--- src/aux_adc_pkg.sv ---
// constants, register map and carrier types of the auxiliary converter sequencer
// assumes a 10 MHz reference clock and a 32-bit APB register bus
package aux_adc_pkg;

    // converter geometry
    localparam int CHANNELS = 4;
    localparam int CHANNEL_W = 2;
    localparam int RESULT_W = 9;

    // timing: one period T is one reference clock cycle
    localparam int CLOCK_NS = 100;
    localparam int T_NS = 100;
    localparam int START_DELAY_T = 2;
    localparam int READY_DELAY_T = 9;
    localparam int START_CYCLES = (START_DELAY_T * T_NS) / CLOCK_NS;
    localparam int READY_CYCLES = (READY_DELAY_T * T_NS) / CLOCK_NS;
    localparam int TIMEOUT_CYCLES = 4 * READY_CYCLES;
    localparam int COUNT_W = 8;

    // register byte offsets
    localparam logic [7:0] CTRL_OFFSET = 8'h00;
    localparam logic [7:0] STATUS_OFFSET = 8'h04;
    localparam logic [7:0] RESULT_BASE = 8'h08;

    // control field positions
    localparam int ENABLE_BIT = 0;
    localparam int SELECT_LSB = 1;

    // status field positions
    localparam int VALID_LSB = 0;
    localparam int BUSY_BIT = 4;
    localparam int TIMEOUT_BIT = 5;

    // reset values
    localparam logic [CHANNEL_W-1:0] SELECT_RESET = 2'h0;
    localparam logic [RESULT_W-1:0] RESULT_RESET = 9'h000;

    typedef enum logic [2:0] {
        ST_IDLE = 3'b001,
        ST_DELAY = 3'b010,
        ST_CONVERT = 3'b100
    } seq_state_t;

    // towards the converter macro
    typedef struct packed {
        logic start;
        logic [CHANNEL_W-1:0] channel;
    } conv_req_t;

    // from the converter macro
    typedef struct packed {
        logic ready;
        logic [RESULT_W-1:0] data;
    } conv_rsp_t;

endpackage

--- src/aux_adc_sequencer.sv ---
// sequencer for a four-channel auxiliary converter, with an APB register slave
// assumes the converter macro answers each start with one ready pulse and data
//
// Our own choices: the address map and the APB slave port.
`timescale 1ns/1ps

// Summary of operation
// - four inputs exist; a single selected channel converts at a time
// - every result captured and held for software is nine bits
// - the software channel field decides which input gets converted
// - setting enable makes hardware issue the start strobe two periods later
// - ready sets a readable valid flag for the converted channel
module aux_adc_sequencer #(
    parameter int ADDR_W = 8
) (
    input wire logic clock_in,
    input wire logic reset_in,
    input wire logic psel_in,
    input wire logic penable_in,
    input wire logic pwrite_in,
    input wire logic [ADDR_W-1:0] paddr_in,
    input wire logic [31:0] pwdata_in,
    output logic [31:0] prdata_out,
    output logic pready_out,
    output logic pslverr_out,
    output aux_adc_pkg::conv_req_t conv_req_out,
    input wire aux_adc_pkg::conv_rsp_t conv_rsp_in
);

    aux_adc_pkg::seq_state_t state_reg;
    logic enable_reg;
    logic [aux_adc_pkg::CHANNEL_W-1:0] channel_select_reg;
    logic [aux_adc_pkg::CHANNEL_W-1:0] active_channel_reg;
    logic [aux_adc_pkg::CHANNELS-1:0] channel_result_valid_reg;
    logic timeout_reg;
    logic start_reg;
    logic [aux_adc_pkg::COUNT_W-1:0] count_reg;
    logic [aux_adc_pkg::RESULT_W-1:0] result_reg [aux_adc_pkg::CHANNELS];
    logic [31:0] prdata_reg;

    logic setup_phase;
    logic write_access;
    logic ctrl_write;
    logic status_write;
    logic start_go;
    logic capture;
    logic expire;
    logic [aux_adc_pkg::CHANNEL_W-1:0] channel_next;

    // true when the word address names a register
    function automatic logic map_hit(input logic [ADDR_W-1:0] addr);
        logic [7:0] a;
        a = 8'(addr);
        map_hit = (a == aux_adc_pkg::CTRL_OFFSET) ||
                  (a == aux_adc_pkg::STATUS_OFFSET) ||
                  ((a >= aux_adc_pkg::RESULT_BASE) &&
                   (a < 8'(aux_adc_pkg::RESULT_BASE + 8'(4 * aux_adc_pkg::CHANNELS))) &&
                   (a[1:0] == 2'h0));
    endfunction

    // read data of one register
    function automatic logic [31:0] read_word(input logic [ADDR_W-1:0] addr);
        logic [7:0] a;
        logic [7:0] rel;
        a = 8'(addr);
        rel = 8'(a - aux_adc_pkg::RESULT_BASE);
        read_word = 32'h0000_0000;
        if (a == aux_adc_pkg::CTRL_OFFSET) begin
            read_word[aux_adc_pkg::ENABLE_BIT] = enable_reg;
            read_word[aux_adc_pkg::SELECT_LSB +: aux_adc_pkg::CHANNEL_W] =
                channel_select_reg;
        end else if (a == aux_adc_pkg::STATUS_OFFSET) begin
            read_word[aux_adc_pkg::VALID_LSB +: aux_adc_pkg::CHANNELS] =
                channel_result_valid_reg;
            read_word[aux_adc_pkg::BUSY_BIT] = (state_reg != aux_adc_pkg::ST_IDLE);
            read_word[aux_adc_pkg::TIMEOUT_BIT] = timeout_reg;
        end else if (map_hit(addr)) begin
            read_word[aux_adc_pkg::RESULT_W-1:0] =
                result_reg[rel[aux_adc_pkg::CHANNEL_W+1:2]];
        end
    endfunction

    // apb: zero wait states, read data captured in the setup cycle
    assign setup_phase = psel_in && !penable_in;
    assign write_access = psel_in && penable_in && pwrite_in;
    assign pready_out = 1'b1;
    assign pslverr_out = psel_in && penable_in && !map_hit(paddr_in);
    assign prdata_out = prdata_reg;

    always_ff @(posedge clock_in) begin
        if (reset_in) begin
            prdata_reg <= 32'h0000_0000;
        end else if (setup_phase && !pwrite_in) begin
            prdata_reg <= read_word(paddr_in);
        end
    end

    assign ctrl_write = write_access && (8'(paddr_in) == aux_adc_pkg::CTRL_OFFSET);
    assign status_write = write_access && (8'(paddr_in) == aux_adc_pkg::STATUS_OFFSET);
    assign channel_next = pwdata_in[aux_adc_pkg::SELECT_LSB +: aux_adc_pkg::CHANNEL_W];

    // a conversion only starts from idle
    assign start_go = ctrl_write && pwdata_in[aux_adc_pkg::ENABLE_BIT] &&
                      (state_reg == aux_adc_pkg::ST_IDLE);
    assign capture = (state_reg == aux_adc_pkg::ST_CONVERT) && conv_rsp_in.ready;
    assign expire = (state_reg == aux_adc_pkg::ST_CONVERT) && !conv_rsp_in.ready &&
                    (count_reg == 8'(aux_adc_pkg::TIMEOUT_CYCLES - 1));

    // channel field, free to change at any time
    always_ff @(posedge clock_in) begin
        if (reset_in) begin
            channel_select_reg <= aux_adc_pkg::SELECT_RESET;
        end else if (ctrl_write) begin
            channel_select_reg <= channel_next;
        end
    end

    // enable stays set until the conversion ends
    always_ff @(posedge clock_in) begin
        if (reset_in) begin
            enable_reg <= 1'b0;
        end else if (start_go) begin
            enable_reg <= 1'b1;
        end else if (capture || expire) begin
            enable_reg <= 1'b0;
        end
    end

    // sequence: delay, strobe, wait for ready
    always_ff @(posedge clock_in) begin
        if (reset_in) begin
            state_reg <= aux_adc_pkg::ST_IDLE;
            count_reg <= 8'h00;
        end else begin
            unique case (state_reg)
                aux_adc_pkg::ST_IDLE: begin
                    if (start_go) begin
                        state_reg <= aux_adc_pkg::ST_DELAY;
                        count_reg <= 8'(aux_adc_pkg::START_CYCLES - 1);
                    end
                end
                aux_adc_pkg::ST_DELAY: begin
                    if (count_reg == 8'h00) begin
                        state_reg <= aux_adc_pkg::ST_CONVERT;
                    end else begin
                        count_reg <= count_reg - 8'h01;
                    end
                end
                aux_adc_pkg::ST_CONVERT: begin
                    if (capture || expire) begin
                        state_reg <= aux_adc_pkg::ST_IDLE;
                        count_reg <= 8'h00;
                    end else begin
                        count_reg <= count_reg + 8'h01;
                    end
                end
                default: begin
                    state_reg <= aux_adc_pkg::ST_IDLE;
                    count_reg <= 8'h00;
                end
            endcase
        end
    end

    // one-cycle start strobe
    always_ff @(posedge clock_in) begin
        if (reset_in) begin
            start_reg <= 1'b0;
        end else begin
            start_reg <= (state_reg == aux_adc_pkg::ST_DELAY) && (count_reg == 8'h00);
        end
    end

    // channel latched at start, held for the whole conversion
    always_ff @(posedge clock_in) begin
        if (reset_in) begin
            active_channel_reg <= aux_adc_pkg::SELECT_RESET;
        end else if (start_go) begin
            active_channel_reg <= channel_next;
        end
    end

    assign conv_req_out = '{start: start_reg, channel: active_channel_reg};

    // results, one nine-bit word per channel
    always_ff @(posedge clock_in) begin
        if (reset_in) begin
            for (int i = 0; i < aux_adc_pkg::CHANNELS; i++) begin
                result_reg[i] <= aux_adc_pkg::RESULT_RESET;
            end
        end else if (capture) begin
            result_reg[active_channel_reg] <= conv_rsp_in.data;
        end
    end

    // valid flags: cleared at start or by writing one, set wins
    always_ff @(posedge clock_in) begin
        if (reset_in) begin
            channel_result_valid_reg <= '0;
        end else begin
            for (int i = 0; i < aux_adc_pkg::CHANNELS; i++) begin
                if (capture && (active_channel_reg == 2'(i))) begin
                    channel_result_valid_reg[i] <= 1'b1;
                end else if ((start_go && (channel_next == 2'(i))) ||
                             (status_write && pwdata_in[aux_adc_pkg::VALID_LSB + i])) begin
                    channel_result_valid_reg[i] <= 1'b0;
                end
            end
        end
    end

    // timeout flag when ready never comes
    always_ff @(posedge clock_in) begin
        if (reset_in) begin
            timeout_reg <= 1'b0;
        end else if (expire) begin
            timeout_reg <= 1'b1;
        end else if (start_go ||
                     (status_write && pwdata_in[aux_adc_pkg::TIMEOUT_BIT])) begin
            timeout_reg <= 1'b0;
        end
    end
endmodule

--- config.mk ---
export PLATFORM = sky130hd
export DESIGN_NAME = aux_adc_sequencer
export DESIGN_NICKNAME = d
export VERILOG_FILES = /design/src/aux_adc_pkg.sv /design/src/aux_adc_sequencer.sv
export SDC_FILE = /design/constraint.sdc
export NUM_CORES = 1
export LEC_CHECK = 0
export ABC_AREA = 1
export ABC_CLOCK_PERIOD_IN_PS = 4040
export BUFFER_PORTS_ARGS = -buffer_cell sky130_fd_sc_hd__buf_4
export CORE_AREA = 2 2 82 84
export CTS_BUF_LIST = sky130_fd_sc_hd__clkbuf_2
export DETAILED_ROUTE_END_ITERATION = 8
export DIE_AREA = 0 0 84 86
export PLACE_DENSITY = 0.86
export SLEW_MARGIN = 20
export SYNTH_ARGS = -nofsm -noshare
export SYNTH_HDL_FRONTEND = slang
export SYNTH_SLANG_ARGS = --single-unit
--- constraint.sdc ---
create_clock -name clock_in -period 4.04 [get_ports clock_in]
set_clock_uncertainty 0.2 [all_clocks]
set_input_delay 0.202 -clock clock_in [delete_from_list [all_inputs] [get_ports clock_in]]
set_output_delay 0.202 -clock clock_in [all_outputs]
set_load 0.02 [all_outputs]
Word level (Yosys, flattened, before mapping)
Memories as Yosys holds them, arrays and structs flattened.
Index checks and enable logic that the tools add are counted.
{ "word_totals": {"ramBits": 36, "in_bits": 55, "wordCells": 121, "mem_count": 1, "output_inout_bits": 37, "regBits": 31} }
{ "classes": {"magnitude_cmp": 2, "eq_ne": 16, "reduce_logical": 54, "mux": 33, "add_sub_neg": 3} }
{ "mem_list": {"columns": ["name", "depth", "width", "read_ports", "rd_clocked_by_memory_dff", "wr", "line", "rtl"], "rows": [
  ["result_reg", 4, 9, 1, 0, 4, "aux_adc_sequencer.sv:38", "logic [aux_adc_pkg::RESULT_W-1:0] result_reg [aux_adc_pkg::CHANNELS];"]
]} }
{ "op_table": {"columns": ["operator", "n"], "rows": [
  ["$logic_and 1x1->1", 28],
  ["$mux 8", 3],
  ["$pmux 8 s3", 1],
  ["$mux 1", 18],
  ["$mux 9", 2],
  ["$logic_not 8->1", 2],
  ["$mux 3", 5],
  ["$mux 6", 2],
  ["$reduce_bool 2->1", 6],
  ["$pmux 3 s3", 1],
  ["$reduce_or 9->1", 1],
  ["$add 8x1->8 const B", 1],
  ["$eq 2x2->1 const B", 4],
  ["$eq 8x3->1 const B", 1],
  ["$eq 8x6->1 const B", 1],
  ["$ge 8x4->1 const B", 1],
  ["$logic_or 1x1->1", 8],
  ["$lt 8x5->1 const B", 1],
  ["$sub 8x1->8 const B", 1],
  ["$logic_not 2->1", 3],
  ["$ne 2x2->1 const B", 3],
  ["$eq 2x1->1 const B", 2],
  ["$logic_not 1->1", 4],
  ["$sub 4x4->4 const B", 1],
  ["8 further kinds", 8]
]} }

Logic depth before layout (Yosys ltp)
Gate-level depths: netlist of run 1.
{ "depth": {"word_depth": 9, "depth_mapped": 11, "mapped_depth_nobuf": 10} }

Least setup slack after synthesis of run 1
Ideal clock, no wire load.
{ "synth_timing": {"kind": "reg-to-reg", "startpoint": "register state_reg[0]", "endpoint": "memory result_reg[1][0] in the netlist's numbering (enable)", "path_buffers": 1, "t_arrival_ps": 1356, "path_stages_with_launch": 9, "synth_period_minus_slack_ps": 1891, "setup_time_ps": 334, "slack_ps": 2149, "required_time_ps": 3506, "path_cell_list": "dfxtp_1 -> nor3_2 -> inv_2 -> nor2_2 -> inv_2 -> nor3_2 -> inv_1 -> buf_2 -> nand2_1"} }
{ "synth_lines": {"columns": ["item", "line", "rtl"], "rows": [
  ["start, declared", "aux_adc_sequencer.sv:30", "aux_adc_pkg::seq_state_t state_reg;"],
  ["start signal, assigned", "aux_adc_sequencer.sv:132", "state_reg <= aux_adc_pkg::ST_IDLE;"],
  ["start signal, assigned", "aux_adc_sequencer.sv:138", "state_reg <= aux_adc_pkg::ST_DELAY;"],
  ["start signal, assigned", "aux_adc_sequencer.sv:144", "state_reg <= aux_adc_pkg::ST_CONVERT;"],
  ["end, declared", "aux_adc_sequencer.sv:38", null]
]} }

Final worst setup path of run 1
{ "layout_timing": {"startpoint": "input paddr_in[0]", "endpoint": "register prdata_reg[2] (netlist: prdata_out[2])"} }
{ "layout_between": {"elab_chain_cells": 7, "elab_cells_between_ends": 14, "classes_between": "add/sub (1); order compare (2); eq/ne (1); mux (3); reduce/logical (6); memory (1)"} }
{ "layout_rtl": {"columns": ["item", "line", "rtl"], "rows": [
  ["start, declared", "aux_adc_sequencer.sv:21", "input wire logic [ADDR_W-1:0] paddr_in,"],
  ["$ge 8x4->1 / $lt 8x5->1 (equally long branches)", "aux_adc_sequencer.sv:56, aux_adc_sequencer.sv:57", null],
  ["$logic_and 1x1->1", "aux_adc_sequencer.sv:56", "((a >= aux_adc_pkg::RESULT_BASE) &&"],
  ["$logic_and 1x1->1", "aux_adc_sequencer.sv:57", "(a < 8'(aux_adc_pkg::RESULT_BASE + 8'(4 * aux_adc_pkg::CHANNELS))) &&"],
  ["$logic_or 1x1->1", "aux_adc_sequencer.sv:55", "(a == aux_adc_pkg::STATUS_OFFSET) ||"],
  ["$mux 9", "aux_adc_sequencer.sv:77", "end else if (map_hit(addr)) begin"],
  ["$mux 6", "aux_adc_sequencer.sv:72", "end else if (a == aux_adc_pkg::STATUS_OFFSET) begin"],
  ["$mux 3 (*)", "aux_adc_sequencer.sv:68", "if (a == aux_adc_pkg::CTRL_OFFSET) begin"],
  ["end signal, assigned", "aux_adc_sequencer.sv:94", "prdata_reg <= read_word(paddr_in);"],
  ["end, declared", "aux_adc_sequencer.sv:39", "logic [31:0] prdata_reg;"]
]} }
Every way passes the cells marked *; elsewhere a longest branch is shown, timed or not.
A chain may end at the register's enable or synchronous reset.

==> results of run 1 <==
## placed cells by master (no fill, tap or decap), types with 4 or more instances in the layout
| cell type | synthesis | final |
|---|---|---|
| buf_4 | 26 | 40 |
| inv_1 | 34 | 34 |
| nor2_4 | 6 | 6 |
| inv_2 | 13 | 13 |
| clkbuf_2 | 0 | 10 |
| nor2_1 | 57 | 57 |
| a21oi_1 | 20 | 20 |
| dfxtp_1 | 31 | 31 |
| edfxtp_1 | 36 | 36 |
| o21ai_0 | 28 | 28 |
| nor2_2 | 4 | 4 |
| dlygate4sd3_1 | 0 | 34 |
| a22oi_1 | 7 | 7 |
| nand2_1 | 92 | 92 |
| a21oi_2 | 9 | 9 |
| nand2_4 | 4 | 4 |
| conb_1 | 2 | 24 |
| o21ai_1 | 8 | 8 |
| nand3_1 | 32 | 32 |
| nor3_2 | 4 | 4 |
## per-layer routing
| metal | up-vias | part of all wire | GRT usage |
|---|---|---|---|
| met3 | 34 | 0.068 | 0.0404 |
| met1 | 1509 | 0.41 | 0.312 |
| met4 | 0 | 0.031 | 0.142 |
| li1 | 1565 | - | - |
| met5 | - | 0 | 0 |
| met2 | 159 | 0.49 | 0.433 |
## metrics by stage
stage	hold slack (ns)	cell area [um^2]	total power, uW	instances
floorplan	0.135	3770	831	469
CTS	0.00348	4380	1240	601
detailed placement	0.258	3930	853	551
global route	0.0510	4380	1270	601
global placement	0.257	3930	850	551
finish	0.0344	4380	1240	601
## what timing repair did
item	CTS	global route
setup endpoints to repair	0	0
gates resized for setup	0	0
endpoints found under the hold margin	67	0
hold buffers	34	0
## layout make-up
| class | instances | share of cell area |
|---|---|---|
| sequential | 67 | 0.389 |
| multi-input combinational | 319 | 0.376 |
| timing repair buffer | 74 | 0.146 |
| inverter | 48 | 0.0423 |
| tap | 77 | 0.0220 |
| clock inverter | 6 | 0.0129 |
| clock buffer | 10 | 0.0114 |
## worst max-delay path, delay by kind of cell
family | cells | cell delay [ns]
and+or+nand+nor | 3 | 0.27
buffers and inverters | 6 | 3.15
AOI/OAI and AO/OA | 2 | 0.36
## power breakdown
group | internal (uW) | leakage, uW | total (uW) | switching [uW]
Clock | 140 | 0.0000691 | 379 | 239
Sequential | 729 | 0.000621 | 734 | 4.47
Combinational | 47.6 | 0.00115 | 127 | 79.0
Total | 917 | 0.00184 | 1240 | 323
## how the worst max path moves through the flow
stage	endpoint	slack (ns)
after detailed placement	result_reg[2][3]$_SDFFCE_PN0P_	1.67
after CTS	prdata_out[2]$_SDFFE_PP0P_	0.42
after global routing	prdata_out[2]$_SDFFE_PP0P_	0.21
after global placement	result_reg[2][8]$_SDFFCE_PN0P_	1.78
final	prdata_out[2]$_SDFFE_PP0P_	0.32
after floorplan	result_reg[1][0]$_SDFFCE_PN0P_	2.15
## logic make-up (layout without fill, tap and decap cells)
family / count (synthesis) / in the layout / synth area share
compound gates: 76 / 76 / 0.120
simple gates: 213 / 213 / 0.285
buf+inv: 83 / 138 / 0.114
xor+xnor: 3 / 3 / 0.00713
flops: 67 / 67 / 0.461
other cells: 2 / 24 / 0.00204
fa+ha+maj: 3 / 3 / 0.0102
==> run metrics, run 1 <==
final core occ=0.697; Worst VDD drop=~0.15 mV; Die W=84 um; YS warnings=0; area of the multi-input gates=between 1500 and 2000 um^2; GPL Wtd Cong=0.893; fin. max-slew vios=0; port buffer count=40; Synth cell types=34; I/O pin count=just over 90; Hold Path Origin=paddr_in[5]; Critical Path Start Type=input port; H-tree level count=3; CP max stage cell=dlygate4sd3_1; Worst Hold Class=in -> reg; Post-synth top flop=edfxtp_1; max reg flops=36; CTS sink cnt=67; global-route wire length before repair=~14000 um; Initial Util=0.587; Synth top area share=0.293; Worst Setup End Kind=register; status=finished clean; pre-CTS setup slack=between 1.5 and 2 ns; Worst-path clk slew=~0.19 ns; GR Overflow Total=0; post-route setup slack=~0.32 ns; required time of the critical path=roughly 4.3 ns; number of synthesized flops with an enable pin=36; postcts setup bufs=0; RR Startpoint=state_reg[2]$_SDFFE_PP0P_; Post-Syn Area=roughly 3700 um^2; Final Hold Fails=0; CP max stage delay=approximately 0.70 ns; most common cell in the netlist=nand2_1; die height=between 80 and 90 um; setup_tns=0 ns; Critical Path Start=paddr_in[0]; top post-synthesis cells by area=edfxtp_1 29%, dfxtp_1 17%, nand2_1 9.4%; Max transition margin=0.659; die area=between 7000 and 8000 um^2; area delta synth->final=18.7%; number of synthesized register bits=67; clock buffer count from CTS=9; core area=6280 um^2; Lkg Pwr=roughly 0.0018 uW; Detailed Place HPWL=roughly 5900 um; DR pass1 iterations=6; Reg2Reg Depth=8; pwr/cell area=between 200 and 300 nW/um^2; final setup fails=0; average size of a mapped cell=between 8 and 9 um^2; share of layout cells above drive strength 1=0.202; Antenna Nets Post-Route=0; Hold Path End=prdata_out[4]$_SDFFE_PP0P_; FF-to-FF setup slack=1.48 ns; Crit path top cell by count=dlygate4sd3_1; fill count=471; CP cell instances=dlygate4sd3_1 -> buf_4 -> nor2_4 -> dlygate4sd3_1 -> nand3b_1 -> a21oi_2 -> dlygate4sd3_1 -> nand3_1 -> dlygate4sd3_1 -> a21oi_1 -> dlygate4sd3_1; vias in the first global route=between 3000 and 4000; WL final=just under 9000 um; total track usage=0.255; Critical Path AT=approximately 4 ns; Clock Path Buffers=2; sequential fraction of the synthesis area=0.461; std cell rows=29; Final Cycle Share=0.920; Synth Instances=around 450; TritonCTS clock tree=yes; fmax=between 0.2 and 0.3 GHz; WS Path Type=in -> reg; WHS Path Cells=7; Tmin final=between 3 and 4 ns; CP max FO=5; RSZ-0062 raised after global routing=false; initial antenna violation count=0; Synth async-reset ratio=0; biggest area consumer among synthesized cells=edfxtp_1; n_diodes=0; via count=between 3000 and 4000; clk_lat worst skew=between 0.5 and 0.6 ns; Initial DRC Count=approximately 300; worst r2r dst=channel_result_valid_reg[1]$_SDFFE_PP0P_; vias per cell=roughly 5.4; nets=approximately 580; largest net degree at the start of global routing=29; Residual DRC=0; CTS root buf=clkbuf_2; Worst-Margin Slew=between 0.5 and 0.6 ns; wire length per cell=around 15 um; register area=1700 um^2; Synth top cells by count=92 x nand2_1, 57 x nor2_1, 36 x edfxtp_1, 34 x inv_1, 32 x nand3_1; Max Cap Violations=0
(Power assumes the default switching activity.)
==> run 2: changes to the inputs <==
CTS_BUF_LIST = sky130_fd_sc_hd__clkbuf_8   (was sky130_fd_sc_hd__clkbuf_2)
==> run metrics, run 2 (same netlist as run 1, synthesis figures left out) <==
CP max FO=11 (was 5); grt met1 use=0.304 (was 0.312); most frequent cells in the layout=92 x nand2_1, 57 x nor2_1, 40 x buf_4 (unchanged); NetSw=327 uW (was 323 uW); GPL Wtd Cong=0.893 (unchanged); final setup fails=0 (unchanged); CP max stage cell=nand2_1 (was dlygate4sd3_1); pwr/cell area=327 nW/um^2 (was 283 nW/um^2); fin. max-slew vios=0 (unchanged); fin cells=574 (was 601); CTS sink cnt=67 (unchanged); internal power=1040 uW (was 917 uW); H-tree level count=3 (unchanged); setup_tns=0 ns (unchanged); CP max stage delay=0.50 ns (was 0.70 ns); Residual DRC=0 (unchanged); vias in the first global route=2975 (was 3130); Critical Path AT=2.16 ns (was 3.99 ns); Initial DRC Count=337 (was 306); wire length per cell=14.5 um (was 14.8 um); Critical Path Start Type=register (was input port); die height=86 um (unchanged); Detailed Place HPWL=5930 um (unchanged); via count=3153 (was 3267); std cell rows=29 (unchanged); fmax=0.422 GHz (was 0.269 GHz); Max Cap Violations=0 (unchanged); nets=550 (was 577); share of layout cells above drive strength 1=0.211 (was 0.202); DR pass1 iterations=7 (was 6); WL final=8330 um (was 8920 um); CP cell instances=nor3_2 -> inv_2 -> nor2_2 -> nand3_1 -> nand2_1 (was dlygate4sd3_1 -> buf_4 -> nor2_4 -> dlygate4sd3_1 -> nand3b_1 -> a21oi_2 -> dlygate4sd3_1 -> nand3_1 -> dlygate4sd3_1 -> a21oi_1 -> dlygate4sd3_1); Worst-path clk slew=0.07 ns (was 0.19 ns); n_diodes=0 (unchanged); clock share of power=0.383 (was 0.306); Sw Share=0.239 (was 0.260); GR Overflow Total=0 (unchanged); Antenna Nets Post-Route=0 (unchanged); clock buffer count from CTS=9 (unchanged); gr busiest metal=met2 (unchanged); initial antenna violation count=0 (unchanged); most common cell after layout, fill and taps aside=nand2_1 (unchanged); RSZ-0062 raised after global routing=false (unchanged); Tmin final=2.37 ns (was 3.72 ns); I/O pin count=92 (unchanged); combinational power share=0.081 (was 0.102); core area=6280 um^2 (unchanged); global-route wire length before repair=13900 um (was 14400 um); CTS root buf=clkbuf_8 (was clkbuf_2); Worst-Margin Slew=0.505 ns (was 0.511 ns); Worst Setup End Kind=register (unchanged); Flop pwr share=0.536 (was 0.592); grt met2 use=0.413 (was 0.433); WS Path Type=reg -> reg (was in -> reg); required time of the critical path=3.83 ns (was 4.31 ns); Final Cycle Share=0.586 (was 0.920); Initial Util=0.587 (unchanged); vias per cell=5.49 (was 5.44); status=finished clean (unchanged); die area=7220 um^2 (unchanged); dpl cells=551 (unchanged); port buffer count=40 (unchanged); Die W=84 um (unchanged); clk_lat worst skew=0.34 ns (was 0.51 ns); total track usage=0.245 (was 0.255); Clock Path Buffers=2 (unchanged); Worst VDD drop=0.199 mV (was 0.148 mV); met3 Use GR=0.0395 (was 0.0404); Final Hold Fails=0 (unchanged); Worst Hold Class=in -> reg (unchanged); fill count=505 (was 471); TritonCTS clock tree=yes (unchanged); Max transition margin=0.662 (was 0.659); area delta synth->final=13.5% (was 18.7%); Lkg Pwr=0.00174 uW (was 0.00184 uW); max reg flops=36 (unchanged); post-layout total power=1370 uW (was 1240 uW); largest net degree at the start of global routing=29 (unchanged)
-- run 2: changes by cell type in the layout (fill, tap and decap cells not counted) --
cell | previous run | this run
inv_1 | 34 | 35
clkbuf_8 | 0 | 9
dlygate4sd3_1 | 34 | 7
clkbuf_2 | 10 | 0
-- run 2: per-layer routing --
metal | part of all wire | up-vias | routed length, um
li1 | - | 1517 | -
met1 | 0.40 | 1458 | 3330
met2 | 0.51 | 153 | 4230
met3 | 0.068 | 25 | 565
met4 | 0.025 | 0 | 209
met5 | 0 | - | 0
-- run 2: worst paths after layout --
check             depth (start not counted)                       start  slack (ns)                              to
setup / recovery                          5   state_reg[0]$_SDFFE_PP1P_        1.67  result_reg[2][5]$_SDFFCE_PN0P_
hold / removal                            3              conv_rsp_in[3]       0.009      result_reg[3][3]$_DFFE_PP_
setup reg to reg                          5   state_reg[0]$_SDFFE_PP1P_        1.67  result_reg[2][5]$_SDFFCE_PN0P_
hold reg to reg                           2  prdata_out[4]$_SDFFE_PP0P_        0.27      prdata_out[4]$_SDFFE_PP0P_
-- run 2: repair_timing --
action,CTS,global route
buffers inserted,0,0
hold endpoints to repair,12,0
hold buffers,7,0
gates resized for setup,0,0
-- run 2: cell type report --
type                    instances  area (um^2)  share of cell area
multi-input cells             319         1650               0.394
inverters                      48          185              0.0442
flip-flops and latches         67         1700               0.407
clock inverters                 7         60.1              0.0143
clock buffers                   9          124              0.0296
well taps                      77         96.3              0.0230
repair buffers                 47          370              0.0885
-- run 2: power groups by stage --
| stage | sequential, uW | clock, uW | combinational, uW |
|---|---|---|---|
| 2_1_floorplan | 749 | 0 | 82.7 |
| 3_3_place_gp | 747 | 0 | 102 |
| 3_5_place_dp | 748 | 0 | 104 |
| 4_1_cts | 733 | 529 | 111 |
| 5_1_grt | 734 | 555 | 121 |
| 6_report | 733 | 525 | 111 |
-- run 2: critical path: cells and delay by family (launching register included) --
| kind | cells | cell delay [ns] |
|---|---|---|
| buffers and inverters | 1 | 0.06 |
| and+or+nand+nor | 4 | 1.40 |
| DFF | 1 | 0.34 |
-- run 2: through the flow --
step           hold slack, ns   util  area (um^2)  worst slack (ns)
5_1_grt                0.0170  0.667         4190              1.51
2_1_floorplan           0.135      -         3770              2.15
4_1_cts               0.00326  0.667         4190              1.65
3_3_place_gp            0.257  0.626         3930              1.78
6_report              0.00873  0.667         4190              1.67
3_5_place_dp            0.258  0.626         3930              1.67
